[src/include/pwr_state_pkg.sv]
package pwr_state_pkg;
	// ------------------------------------------------------------
	// Command encodings {cs_n, activate_low, ras_n, cas_n, we_n}
	// ------------------------------------------------------------
	localparam logic [4:0] CMD_DES = 5'h10;
	localparam logic [4:0] CMD_NOP = 5'h0F;
	localparam logic [4:0] CMD_MRS = 5'h08;
	localparam logic [4:0] CMD_REF = 5'h09;
	localparam logic [4:0] CMD_PRE = 5'h0A;
	localparam logic [4:0] CMD_ACT = 5'h00;
	localparam logic [4:0] CMD_WR = 5'h0C;
	localparam logic [4:0] CMD_RD = 5'h0D;

	// ------------------------------------------------------------
	// Mode register and latency figures
	// ------------------------------------------------------------
	localparam logic [1:0] MR_ONE_SEL = 2'h1;
	localparam int DLL_BIT_POS = 0;
	localparam logic DLL_OFF_VALUE = 1'b0;
	localparam logic DLL_RESET_VALUE = 1'b1;
	localparam logic [4:0] READ_LATENCY = 5'h0A;
	localparam logic [4:0] WRITE_LATENCY = 5'h09;
	localparam logic [4:0] ADDITIVE_LATENCY = 5'h00;
	localparam int NUM_BANKS = 8;
	localparam logic [3:0] BURST_CYCLES = 4'h4;

	// ------------------------------------------------------------
	// Timing, in link clock cycles; the divider half period is in system clock cycles
	// ------------------------------------------------------------
	localparam logic [3:0] CLOCK_ENABLE_PULSE_CYC = 4'h3;
	localparam logic [3:0] MODE_SET_COMMAND_CYC = 4'h8;
	localparam logic [4:0] MODE_UPDATE_CYC = 5'h18;
	localparam logic [7:0] SELF_REFRESH_EXIT_CYC = 8'h10;
	localparam logic [7:0] SELF_REFRESH_EXIT_RELOCK_CYC = 8'h40;
	localparam logic [3:0] PRECHARGE_CYC = 4'h4;
	localparam logic [7:0] LINK_DIV_HALF = 8'h04; // 50 MHz / 8 gives 160 ns

	// ------------------------------------------------------------
	// Device power state
	// ------------------------------------------------------------
	typedef enum logic [4:0] {
		PS_IDLE = 5'b00001,
		PS_ACTIVE = 5'b00010,
		PS_PRE_PD = 5'b00100,
		PS_ACT_PD = 5'b01000,
		PS_SELF_REF = 5'b10000
	} power_state_e;

	// Host sequencer states
	typedef enum logic [4:0] {
		HS_IDLE = 5'b00001,
		HS_ISSUE = 5'b00010,
		HS_HOLD = 5'b00100,
		HS_WAIT = 5'b01000,
		HS_EXIT = 5'b10000
	} host_state_e;

	// Host orders
	localparam logic [2:0] ORD_MRS = 3'h0;
	localparam logic [2:0] ORD_ACT = 3'h1;
	localparam logic [2:0] ORD_RD = 3'h2;
	localparam logic [2:0] ORD_PRE = 3'h3;
	localparam logic [2:0] ORD_PD_ENTER = 3'h4;
	localparam logic [2:0] ORD_SR_ENTER = 3'h5;
	localparam logic [2:0] ORD_LP_EXIT = 3'h6;
	localparam logic [2:0] ORD_WR = 3'h7;

	// Host register map
	localparam logic [1:0] REG_ORDER = 2'h0;
	localparam logic [1:0] REG_STATUS = 2'h1;
	localparam logic [1:0] REG_MODE_DATA = 2'h2;
endpackage : pwr_state_pkg

[src/include/dram_link_if.sv]
`timescale 1ns/1ps
interface dram_link_if;
	logic ck;
	logic cke;
	logic cs_n;
	logic activate_low;
	logic ras_n;
	logic cas_n;
	logic we_n;
	logic [1:0] bank;
	logic [13:0] addr;
	logic reset_n;
	logic strobe_out;
	logic strobe_oe_n;
	logic [7:0] dq_out;

	modport ctrl (
		output ck, cke, cs_n, activate_low, ras_n, cas_n, we_n, bank, addr, reset_n,
		input strobe_out, strobe_oe_n, dq_out
	);
	modport dram (
		input ck, cke, cs_n, activate_low, ras_n, cas_n, we_n, bank, addr, reset_n,
		output strobe_out, strobe_oe_n, dq_out
	);
endinterface : dram_link_if

[src/core/dram_power_end.sv]
// Chosen here: the register addresses and the address-and-strobe port.
`timescale 1ns/1ps
module dram_power_end
	import pwr_state_pkg::*;
(
	input wire logic clk_sys,
	input wire logic rst_n,
	dram_link_if.dram link,
	output logic [4:0] power_state,
	output logic dll_enabled,
	output logic termination_available,
	output logic refresh_active,
	output logic illegal_seen
);
	// ------------------------------------------------------------
	// Link input synchronisers
	// ------------------------------------------------------------
	// The link clock is sampled like any pin; edges are found after two flops
	logic [9:0] in_meta_r;
	logic [9:0] in_sync_r;
	logic ck_prev_r;
	logic [4:0] cmd;
	logic cke_now;
	logic ck_rise;
	logic dev_rst_n;

	always_ff @(posedge clk_sys or negedge rst_n) begin
		if (!rst_n) begin
			in_meta_r <= 10'h000;
			in_sync_r <= 10'h000;
			ck_prev_r <= 1'b0;
		end else begin
			in_meta_r <= {link.reset_n, link.bank[0], link.addr[DLL_BIT_POS], link.ck, link.cke,
				link.cs_n, link.activate_low, link.ras_n, link.cas_n, link.we_n};
			in_sync_r <= in_meta_r;
			ck_prev_r <= in_sync_r[6];
		end
	end

	assign ck_rise = in_sync_r[6] && !ck_prev_r;
	assign cke_now = in_sync_r[5];
	assign cmd = in_sync_r[4:0];
	assign dev_rst_n = in_sync_r[9];

	// ------------------------------------------------------------
	// Enable history and registered command
	// ------------------------------------------------------------
	logic cke_prev_r;
	logic cmd_valid;

	always_ff @(posedge clk_sys or negedge rst_n) begin
		if (!rst_n) begin
			cke_prev_r <= 1'b1; // Idle enable level, so no false edge after reset
		end else if (ck_rise) begin
			cke_prev_r <= cke_now;
		end
	end

	// Chip select high never registers a command; no-operation is not a command either
	assign cmd_valid = !cmd[4] && (cmd != CMD_NOP);

	// ------------------------------------------------------------
	// Bank, burst and timing trackers
	// ------------------------------------------------------------
	logic [NUM_BANKS-1:0] open_r;
	logic [3:0] burst_r;
	logic [3:0] pre_r;
	logic [7:0] exit_r;
	logic [4:0] mode_r;
	logic all_idle;
	logic [2:0] bank_sel;
	logic awake_cmd;
	power_state_e state_r;

	assign bank_sel = {in_sync_r[8], in_sync_r[8], in_sync_r[8]} & 3'h1;
	// Commands count only when awake and enable high on both edges
	assign awake_cmd = ck_rise && cke_prev_r && cke_now && cmd_valid &&
		(state_r == PS_IDLE || state_r == PS_ACTIVE);
	// Burst, precharge, exit and mode timings must be met before self refresh can be entered
	assign all_idle = all_idle_prev(open_r, burst_r) && cke_prev_r;

	always_ff @(posedge clk_sys or negedge rst_n) begin
		if (!rst_n) begin
			open_r <= '0;
		end else if (!dev_rst_n) begin
			open_r <= '0;
		end else if (awake_cmd && cmd == CMD_ACT) begin
			open_r[bank_sel] <= 1'b1;
		end else if (awake_cmd && cmd == CMD_PRE) begin
			open_r <= '0;
		end
	end

	always_ff @(posedge clk_sys or negedge rst_n) begin
		if (!rst_n) begin
			burst_r <= 4'h0;
			pre_r <= 4'h0;
			mode_r <= 5'h00;
		end else if (ck_rise) begin
			// Operations in progress continue regardless of select
			if (awake_cmd && (cmd == CMD_RD || cmd == CMD_WR)) begin
				burst_r <= BURST_CYCLES;
			end else if (burst_r != 4'h0) begin
				burst_r <= burst_r - 4'h1;
			end
			if (awake_cmd && cmd == CMD_PRE) begin
				pre_r <= PRECHARGE_CYC;
			end else if (pre_r != 4'h0) begin
				pre_r <= pre_r - 4'h1;
			end
			if (awake_cmd && cmd == CMD_MRS) begin
				mode_r <= MODE_UPDATE_CYC;
			end else if (mode_r != 5'h00) begin
				mode_r <= mode_r - 5'h01;
			end
		end
	end

	// ------------------------------------------------------------
	// Power state machine
	// ------------------------------------------------------------
	power_state_e state_nxt;
	logic illegal_nxt;

	always_comb begin
		state_nxt = state_r;
		illegal_nxt = 1'b0;
		unique case (state_r)
			PS_IDLE, PS_ACTIVE: begin
				if (cke_prev_r && !cke_now) begin
					if (cmd == CMD_REF && state_r == PS_IDLE && all_idle) begin
						state_nxt = PS_SELF_REF;
					end else if (cmd[4]) begin
						// Closed banks after a precharge still give precharge power-down
						state_nxt = (open_r == '0) ? PS_PRE_PD : PS_ACT_PD;
					end else begin
						illegal_nxt = 1'b1;
					end
				end else if (cke_prev_r) begin
					state_nxt = (open_r == '0 && burst_r == 4'h0) ? PS_IDLE : PS_ACTIVE;
				end
			end
			PS_PRE_PD, PS_ACT_PD: begin
				// Pins ignored while enable stays low
				if (!cke_prev_r && cke_now) begin
					state_nxt = (open_r == '0) ? PS_IDLE : PS_ACTIVE;
					illegal_nxt = !cmd[4];
				end
			end
			PS_SELF_REF: begin
				if (!cke_prev_r && cke_now) begin
					state_nxt = PS_IDLE;
					illegal_nxt = !cmd[4] && (cmd != CMD_NOP);
				end
			end
		endcase
	end

	function automatic logic all_idle_prev(input logic [NUM_BANKS-1:0] o, input logic [3:0] b);
		all_idle_prev = (o == '0) && (b == 4'h0) && (pre_r == 4'h0) && (exit_r == 8'h00)
			&& (mode_r == 5'h00);
	endfunction : all_idle_prev

	always_ff @(posedge clk_sys or negedge rst_n) begin
		if (!rst_n) begin
			state_r <= PS_IDLE;
			illegal_seen <= 1'b0;
		end else if (!dev_rst_n) begin
			state_r <= PS_IDLE;
		end else if (ck_rise) begin
			state_r <= state_nxt;
			if (illegal_nxt) begin
				illegal_seen <= 1'b1;
			end
		end
	end

	// Exit recovery count restarts on each self-refresh exit
	always_ff @(posedge clk_sys or negedge rst_n) begin
		if (!rst_n) begin
			exit_r <= 8'h00;
		end else if (ck_rise) begin
			if (state_r == PS_SELF_REF && state_nxt == PS_IDLE) begin
				exit_r <= SELF_REFRESH_EXIT_RELOCK_CYC;
			end else if (exit_r != 8'h00) begin
				exit_r <= exit_r - 8'h01;
			end
		end
	end

	// ------------------------------------------------------------
	// Dll control and read strobe timing
	// ------------------------------------------------------------
	logic [4:0] rd_cnt_r;
	logic dll_bit;

	assign dll_bit = in_sync_r[7];

	always_ff @(posedge clk_sys or negedge rst_n) begin
		if (!rst_n) begin
			dll_enabled <= 1'b1;
		end else if (awake_cmd && cmd == CMD_MRS && bank_sel[0] == MR_ONE_SEL[0]) begin
			dll_enabled <= (dll_bit != DLL_OFF_VALUE);
		end
	end

	// Strobe reference is one cycle earlier with the DLL off
	always_ff @(posedge clk_sys or negedge rst_n) begin
		if (!rst_n) begin
			rd_cnt_r <= 5'h00;
		end else if (ck_rise) begin
			if (awake_cmd && cmd == CMD_RD) begin
				rd_cnt_r <= dll_enabled ? (ADDITIVE_LATENCY + READ_LATENCY) :
					(ADDITIVE_LATENCY + READ_LATENCY - 5'h01);
			end else if (rd_cnt_r != 5'h00) begin
				rd_cnt_r <= rd_cnt_r - 5'h01;
			end
		end
	end

	// Data follows the strobe directly; only the clock reference moves
	always_ff @(posedge clk_sys or negedge rst_n) begin
		if (!rst_n) begin
			link.strobe_out <= 1'b0;
			link.strobe_oe_n <= 1'b1;
			link.dq_out <= 8'h00;
		end else begin
			link.strobe_oe_n <= !(rd_cnt_r == 5'h01);
			link.strobe_out <= (rd_cnt_r == 5'h01);
			link.dq_out <= (rd_cnt_r == 5'h01) ? 8'hA5 : 8'h00;
		end
	end

	always_ff @(posedge clk_sys or negedge rst_n) begin
		if (!rst_n) begin
			power_state <= 5'h01;
			termination_available <= 1'b1;
			refresh_active <= 1'b0;
		end else begin
			power_state <= state_r;
			termination_available <= (state_r != PS_SELF_REF);
			refresh_active <= (state_r == PS_SELF_REF);
		end
	end
endmodule : dram_power_end

[src/flat_wrapper.sv]
// flat-port wrapper written by rule: the top's interface ports become plain ports
module dram_power_end_flat import pwr_state_pkg::*;
  (clk_sys, rst_n, power_state, dll_enabled, termination_available, refresh_active, illegal_seen, link_ck, link_cke, link_cs_n, link_activate_low, link_ras_n, link_cas_n, link_we_n, link_bank, link_addr, link_reset_n, link_strobe_out, link_strobe_oe_n, link_dq_out);
  dram_link_if link_i ();
  input wire logic clk_sys;
  input wire logic rst_n;
  output logic [4:0] power_state;
  output logic dll_enabled;
  output logic termination_available;
  output logic refresh_active;
  output logic illegal_seen;
  input wire logic [$bits(link_i.ck)-1:0] link_ck;
  input wire logic [$bits(link_i.cke)-1:0] link_cke;
  input wire logic [$bits(link_i.cs_n)-1:0] link_cs_n;
  input wire logic [$bits(link_i.activate_low)-1:0] link_activate_low;
  input wire logic [$bits(link_i.ras_n)-1:0] link_ras_n;
  input wire logic [$bits(link_i.cas_n)-1:0] link_cas_n;
  input wire logic [$bits(link_i.we_n)-1:0] link_we_n;
  input wire logic [$bits(link_i.bank)-1:0] link_bank;
  input wire logic [$bits(link_i.addr)-1:0] link_addr;
  input wire logic [$bits(link_i.reset_n)-1:0] link_reset_n;
  output wire logic [$bits(link_i.strobe_out)-1:0] link_strobe_out;
  output wire logic [$bits(link_i.strobe_oe_n)-1:0] link_strobe_oe_n;
  output wire logic [$bits(link_i.dq_out)-1:0] link_dq_out;
  assign link_i.ck = link_ck;
  assign link_i.cke = link_cke;
  assign link_i.cs_n = link_cs_n;
  assign link_i.activate_low = link_activate_low;
  assign link_i.ras_n = link_ras_n;
  assign link_i.cas_n = link_cas_n;
  assign link_i.we_n = link_we_n;
  assign link_i.bank = link_bank;
  assign link_i.addr = link_addr;
  assign link_i.reset_n = link_reset_n;
  assign link_strobe_out = link_i.strobe_out;
  assign link_strobe_oe_n = link_i.strobe_oe_n;
  assign link_dq_out = link_i.dq_out;
  dram_power_end u_core (.clk_sys(clk_sys), .rst_n(rst_n), .link(link_i), .power_state(power_state), .dll_enabled(dll_enabled), .termination_available(termination_available), .refresh_active(refresh_active), .illegal_seen(illegal_seen));
endmodule
[config.mk]
export PLATFORM = sky130hd
export DESIGN_NAME = dram_power_end_flat
export DESIGN_NICKNAME = d
export VERILOG_FILES = /design/src/include/pwr_state_pkg.sv /design/src/include/dram_link_if.sv /design/src/core/dram_power_end.sv /design/src/flat_wrapper.sv
export SDC_FILE = /design/constraint.sdc
export NUM_CORES = 1
export LEC_CHECK = 0
export BUFFER_PORTS_ARGS = -buffer_cell sky130_fd_sc_hd__buf_2
export CORE_ASPECT_RATIO = 0.8
export CORE_UTILIZATION = 60
export DETAILED_ROUTE_END_ITERATION = 16
export PLACE_DENSITY = 0.84
export SYNTH_ARGS = -nofsm -noshare
export SYNTH_HDL_FRONTEND = slang
export SYNTH_SLANG_ARGS = --single-unit
export TNS_END_PERCENT = 50
[constraint.sdc]
create_clock -name clk_sys -period 6.5 [get_ports clk_sys]
set_clock_uncertainty 0.2 [all_clocks]
set_input_delay 1.3 -clock clk_sys [delete_from_list [all_inputs] [get_ports clk_sys]]
set_output_delay 1.3 -clock clk_sys [all_outputs]
set_load 0.01 [all_outputs]
**Word level (Yosys, flattened, before mapping)**

Index checks and enable logic that the tools add are counted.

- Bits in registers: 80
- Input port bits: 26
- Output and inout bits: 19
- Logic and storage cells: 132

- Add/subtract/negate cells: 5
- $lt $le $gt $ge: 2
- Equal/unequal tests: 16
- Multiplexer cells: 35
- Bitwise operators: 1
- Reductions and logical operators: 54

Operators by type and width:

| kind | number |
|---|---|
| 2-to-1 mux 5 bit | 12 |
| 2-to-1 mux 8 bit | 6 |
| equality test 5 x 4 -> 1 bit, second input constant | 6 |
| logical AND 1 bit | 23 |
| 2-to-1 mux 4 bit | 5 |
| logical NOT 8 bit | 2 |
| equality test 5 x 1 -> 1 bit, second input constant | 3 |
| one-hot mux 5 bit (3 select lines) | 1 |
| logical NOT 5 bit | 2 |
| AND reduction 2 bit | 5 |
| nonzero test 2 bit | 5 |
| nonzero test 5 bit | 2 |
| subtractor 5 x 1 -> 5 bit, second input constant | 2 |
| logical NOT 4 bit | 2 |
| bitwise OR 8 x 2 -> 8 bit | 1 |
| nonzero test 4 bit | 2 |
| nonzero test 8 bit | 1 |
| subtractor 4 x 1 -> 4 bit, second input constant | 2 |
| subtractor 8 x 1 -> 8 bit, second input constant | 1 |
| 2-to-1 mux 1 bit | 6 |
| 2-to-1 mux 2 bit | 3 |
| equality test 5 x 2 -> 1 bit, second input constant | 1 |
| equality test 5 x 3 -> 1 bit, second input constant | 1 |
| equality test 5 bit, second input constant | 1 |
| other kinds (12) | 18 |

**Logic depth before layout (Yosys ltp)**

- Depth after elaboration: 14
- Depth in mapped cells: 8
- Gate-level depth less buffers: 7

**Worst setup path after synthesis**

OpenSTA, ideal clock, no wires.

- Kind: register to output
- Start point: reg, netlist name u_core.link.dq_out[5]
- End point: out link_dq_out[0]
- Data arrival time: 580 ps
- Setup slack: 4420 ps
- Stages on the path, launching flop included: 2
- Path through: dfrtp_1 -> buf_4

RTL lines:

| item | line | RTL |
|---|---|---|
| end: declaration | flat_wrapper.sv:24 | `output wire logic [$bits(link_i.dq_out)-1:0] link_dq_out;` |

**Worst setup path in the final report**

- Start point: reg u_core.dll_enabled
- End point: out dll_enabled

RTL lines:

| item | line | RTL |
|---|---|---|
| start: declaration | dram_power_end.sv:10 | `output logic dll_enabled,` |
| start signal: assignment | dram_power_end.sv:203 | `dll_enabled <= (dll_bit != DLL_OFF_VALUE);` |
| end: declaration | flat_wrapper.sv:8 | `output logic dll_enabled;` |

No word-level cell between the ends.

==> results.md <==
- The flow ran to the end, and the final reports show no timing, DRC or antenna violations.
- In the post-synthesis netlist, the cell with the most instances is dfrtp_1.
- The core region is 5065 um^2.
- Using the TritonRoute via totals, the vias-per-cell ratio works out to 5.839.
- The total overflow left after global routing is 0.
- From bottom edge to top edge, the die measures 67.42 um.
- The fraction of layout cells with a size suffix above 1 is 0.2030.
- The number of instances in the synthesized netlist is 301.
- After routing the design area is 3531 um^2.
- The total routed wirelength is 6010 um.
- The critical path goes through buf_2.
- The number of clock buffers added by TritonCTS is 9.
- The clock-pin slew of the registers on the worst-case setup and hold paths is 0.07 ns.
- In this run the worst setup path begins at u_core.dll_enabled$_DFFE_PN1P_.
- Ranked by total cell area, the synthesized netlist is headed by dfrtp_1, dfstp_2, ha_1.
- Counting along the longest clock path gives a buffer depth of 2.
- The number of cells on the worst reg-to-reg path is 7.
- Headroom to the max-slew limit came out at 0.4703.
- Before antenna repair, the detailed router went through 4 iterations.
- The total inserted antenna cells is 0.
- The xor/xnor share of the synthesized area is 0.03821.
- In this run the most critical hold path is launched from u_core.in_meta_r[0]$_DFF_PN0_.
- The proportion of register bits with asynchronous set or reset after synthesis is 1.000.
- Dividing the final minimum period by the clock period gives 0.3948.
- In this run the remaining antenna-violating nets after routing total 0.
- The top-area cell type share of the netlist area is 0.4678.
- The source of the worst register-to-register timing path is u_core.burst_r[0]$_DFFE_PN0P_.
- The final HPWL from detailed placement is 4213 um.
- The average cell area after synthesis is 10.66 um^2.
- The largest fanout of any net on the critical path is 4.
- The count of endpoints failing setup in the final report is 0.
- The count of input and output buffers is 26.
- The filler cells instantiated in the layout total 392.
- The H-tree level count is 3.
- The largest area contributor in the synthesized netlist is dfrtp_1.
- After the first detailed-routing iteration, the DRC count stood at 267.
- The count of distinct cell types in the synthesized netlist is 62.
- In the global route stage, overall resource usage came out at 0.2504.
- The TritonCTS clock tree is built.
- For this run, the number of Yosys warnings is 0.
- The number of pins with negative max-slew slack in the final report was 0.
- The post-route setup TNS is 0 ns.
- The kind of cell with the highest combined delay along the critical path is flip-flops.
- The largest individual stage delay along the critical path comes from the cell dfstp_2.
- The number of core rows is 23.
- For hold timing, the worst endpoint is u_core.in_sync_r[0]$_DFF_PN0_.
- In this run the cell area measured after placement is 3327 um^2.
- Of the synthesized area, sequential elements account for 0.5170.
- Dividing the detail-routed wire length by the instance count gives 15.33 um.
- The dominant combinational cell family by area after synthesis is simple AND/OR/NAND/NOR gates.
- The compound-cell area share of the yosys netlist is 0.1146.
- After detailed routing, the number of remaining DRC violations is 0.
- The horizontal extent of the die is 83.77 um.
- The post-CTS setup repair buffer count is 0.
- On the worst path, the slowest cell contributes a delay of 0.58 ns.
- Across the run, the number of max-cap violations was 0.
- The net total in the final layout is 362.
- The clock sink count is 66.
- The worst register-to-register path ends at u_core.illegal_seen$_DFFE_PN0P_.
- The hold violation total from the final report was 0.
- The number of antenna violations at the first check in global routing is 0.
- The final weighted congestion of routability-driven global placement is 0.9064.
- In this run the cell area of the synthesized design comes to 3209 um^2.
- STA classifies the critical path startpoint as a flip-flop.
- The worst voltage drop across the vdd grid is 243.0 uV.
- Once the clock tree was built, the resizer swapped 0 gates to a different size.
- Of the post-synthesis cell area, the part taken by muxes is 0.01793.
- The overall die area is 5647 um^2.
- Static timing analysis puts the maximum clock frequency at 389.7 MHz.
- For this configuration, the core starts out at a cell density of 0.6336.
- The maximum number of pins on one net before global-route repair is 67.
- The class of the most critical setup path is flip-flop to output port.
- The clock reaches the later pin of the worst-skew pair after 0.35 ns.
- The leakage power is 1.640 nW.
- The worst setup slack for register-to-register paths is 3.94 ns.
- The synthesized design contains 66 register bits.
- The top flip-flop cell by instance count after synthesis is dfrtp_1.
- The number of hold buffers added after CTS is 0.
- The cell area power density is 354.1 nW/um^2.
- Of the total synthesized cell area, the portion taken by AND, OR, NAND and NOR gates is 0.2105.
- Compared with the post-synthesis result, the final layout area differs by 10.02%.
- The required time of the worst setup path is 5.00 ns.
- The endpoint class of the critical path is an output port.
- The classification of the worst-slack hold path is flip-flop to flip-flop.
- The number of enable flip-flop cells after synthesis is 0.
- Setup repair after global routing left no endpoint under its margin.
- Across all layers, the routed design uses 2289 vias.
- The total buffers and inverters traversed by the critical path is 1.
- Ranked by instance count, the synthesized netlist is headed by dfrtp_1, nor2_1, nand2_1, inv_1, o21ai_0.
- The CTS root buffer is clkbuf_8.
- The hold-critical path depth is 0.
- During I/O placement, the number of pins put on the boundary was 45.
- The via count of the first global-routing pass is 2244.
- The data arrival at the endpoint of the critical path is 1.07 ns.
- The adder and majority cell fraction of the synthesized area is 0.04288.
- After layout, the minimum clock period comes to 2.566 ns.
- The slew at the pin closest to its max-slew limit is 0.7945 ns.
- The first global-routing pass estimated 10530 um of wire.
## cells by family (layout without fill, tap and decap cells)
group,count (synthesis),count (layout)
simple gates,115,115
flops,66,66
compound gates,54,54
buf+inv,35,61
xor+xnor,14,14
fa+ha+maj,11,11
mux,5,5
other cells,1,4
## per-stage QoR
step / utilization / setup WS (ns) / hold WS, ns / cells / total power (W)
CTS: 0.6971 / 3.921 / 0.1502 / 392 / 0.001259
global placement: 0.6569 / 4.055 / 0.1330 / 376 / 0.0008794
finish: 0.6971 / 3.934 / 0.1480 / 392 / 0.001250
global route: 0.6971 / 3.740 / 0.1619 / 392 / 0.001336
detailed placement: 0.6569 / 4.036 / 0.1347 / 376 / 0.0009086
floorplan: - / 4.420 / 0.1312 / 304 / 0.0008270
## routing by layer
metal	global-route usage	routed length [um]
met1	0.3215	2674
met2	0.3974	2833
met3	0.07457	405
met4	0.1208	96
met5	0	0
## layout by cell type, fill, tap and decap left out, types with 3 or more instances in the layout
master,netlist,final
clkinvlp_4,0,3
nand4_1,4,4
xor2_1,6,6
nand3_1,7,7
o21ai_0,16,16
dfstp_2,6,6
nand2_1,21,21
and3_1,5,5
nor3_1,9,9
clkbuf_8,0,10
dfrtp_1,60,60
a31oi_1,4,4
conb_1,1,4
ha_1,11,11
buf_2,2,26
nand2b_1,4,4
nor2_1,30,30
a21oi_1,13,13
and2_1,5,5
xnor2_1,8,8
nor3b_1,6,6
inv_1,16,16
## flip-flops by register name (all words and copies together) (netlist names), 5 cells and up
register	count
u_core.exit_r	8
u_core.in_sync_r	10
u_core.state_r	5
u_core.mode_r	5
u_core.power_state	5
u_core.in_meta_r	10
u_core.rd_cnt_r	5
## worst max path at each step
stage / slack (ns) / end / depth (start not counted)
final: 3.93 / dll_enabled / 1
after global routing: 3.74 / u_core.illegal_seen$_DFFE_PN0P_ / 7
after CTS: 3.92 / dll_enabled / 1
after detailed placement: 4.04 / u_core.illegal_seen$_DFFE_PN0P_ / 7
after global placement: 4.06 / u_core.illegal_seen$_DFFE_PN0P_ / 7
after floorplan: 4.42 / link_dq_out[0] / 1
## final cells by class
class,count,area [um^2],area share
Clock buffer,10,137.6,0.03898
Clock inverter,6,66.31,0.01878
Tap cell,62,77.57,0.02197
Sequential cell,66,1659,0.4699
Timing Repair Buffer,28,145.1,0.04111
Inverter,17,68.82,0.01949
Multi-Input combinational cell,203,1376,0.3898
## power by group
group	internal [W]	switching, W	total, W
combinational	0.000138	0.000167	0.000305
clock	0.000187	0.000159	0.000346
sequential	0.000507	0.0000923	0.000599
Power figures use the tool's default switching activity.
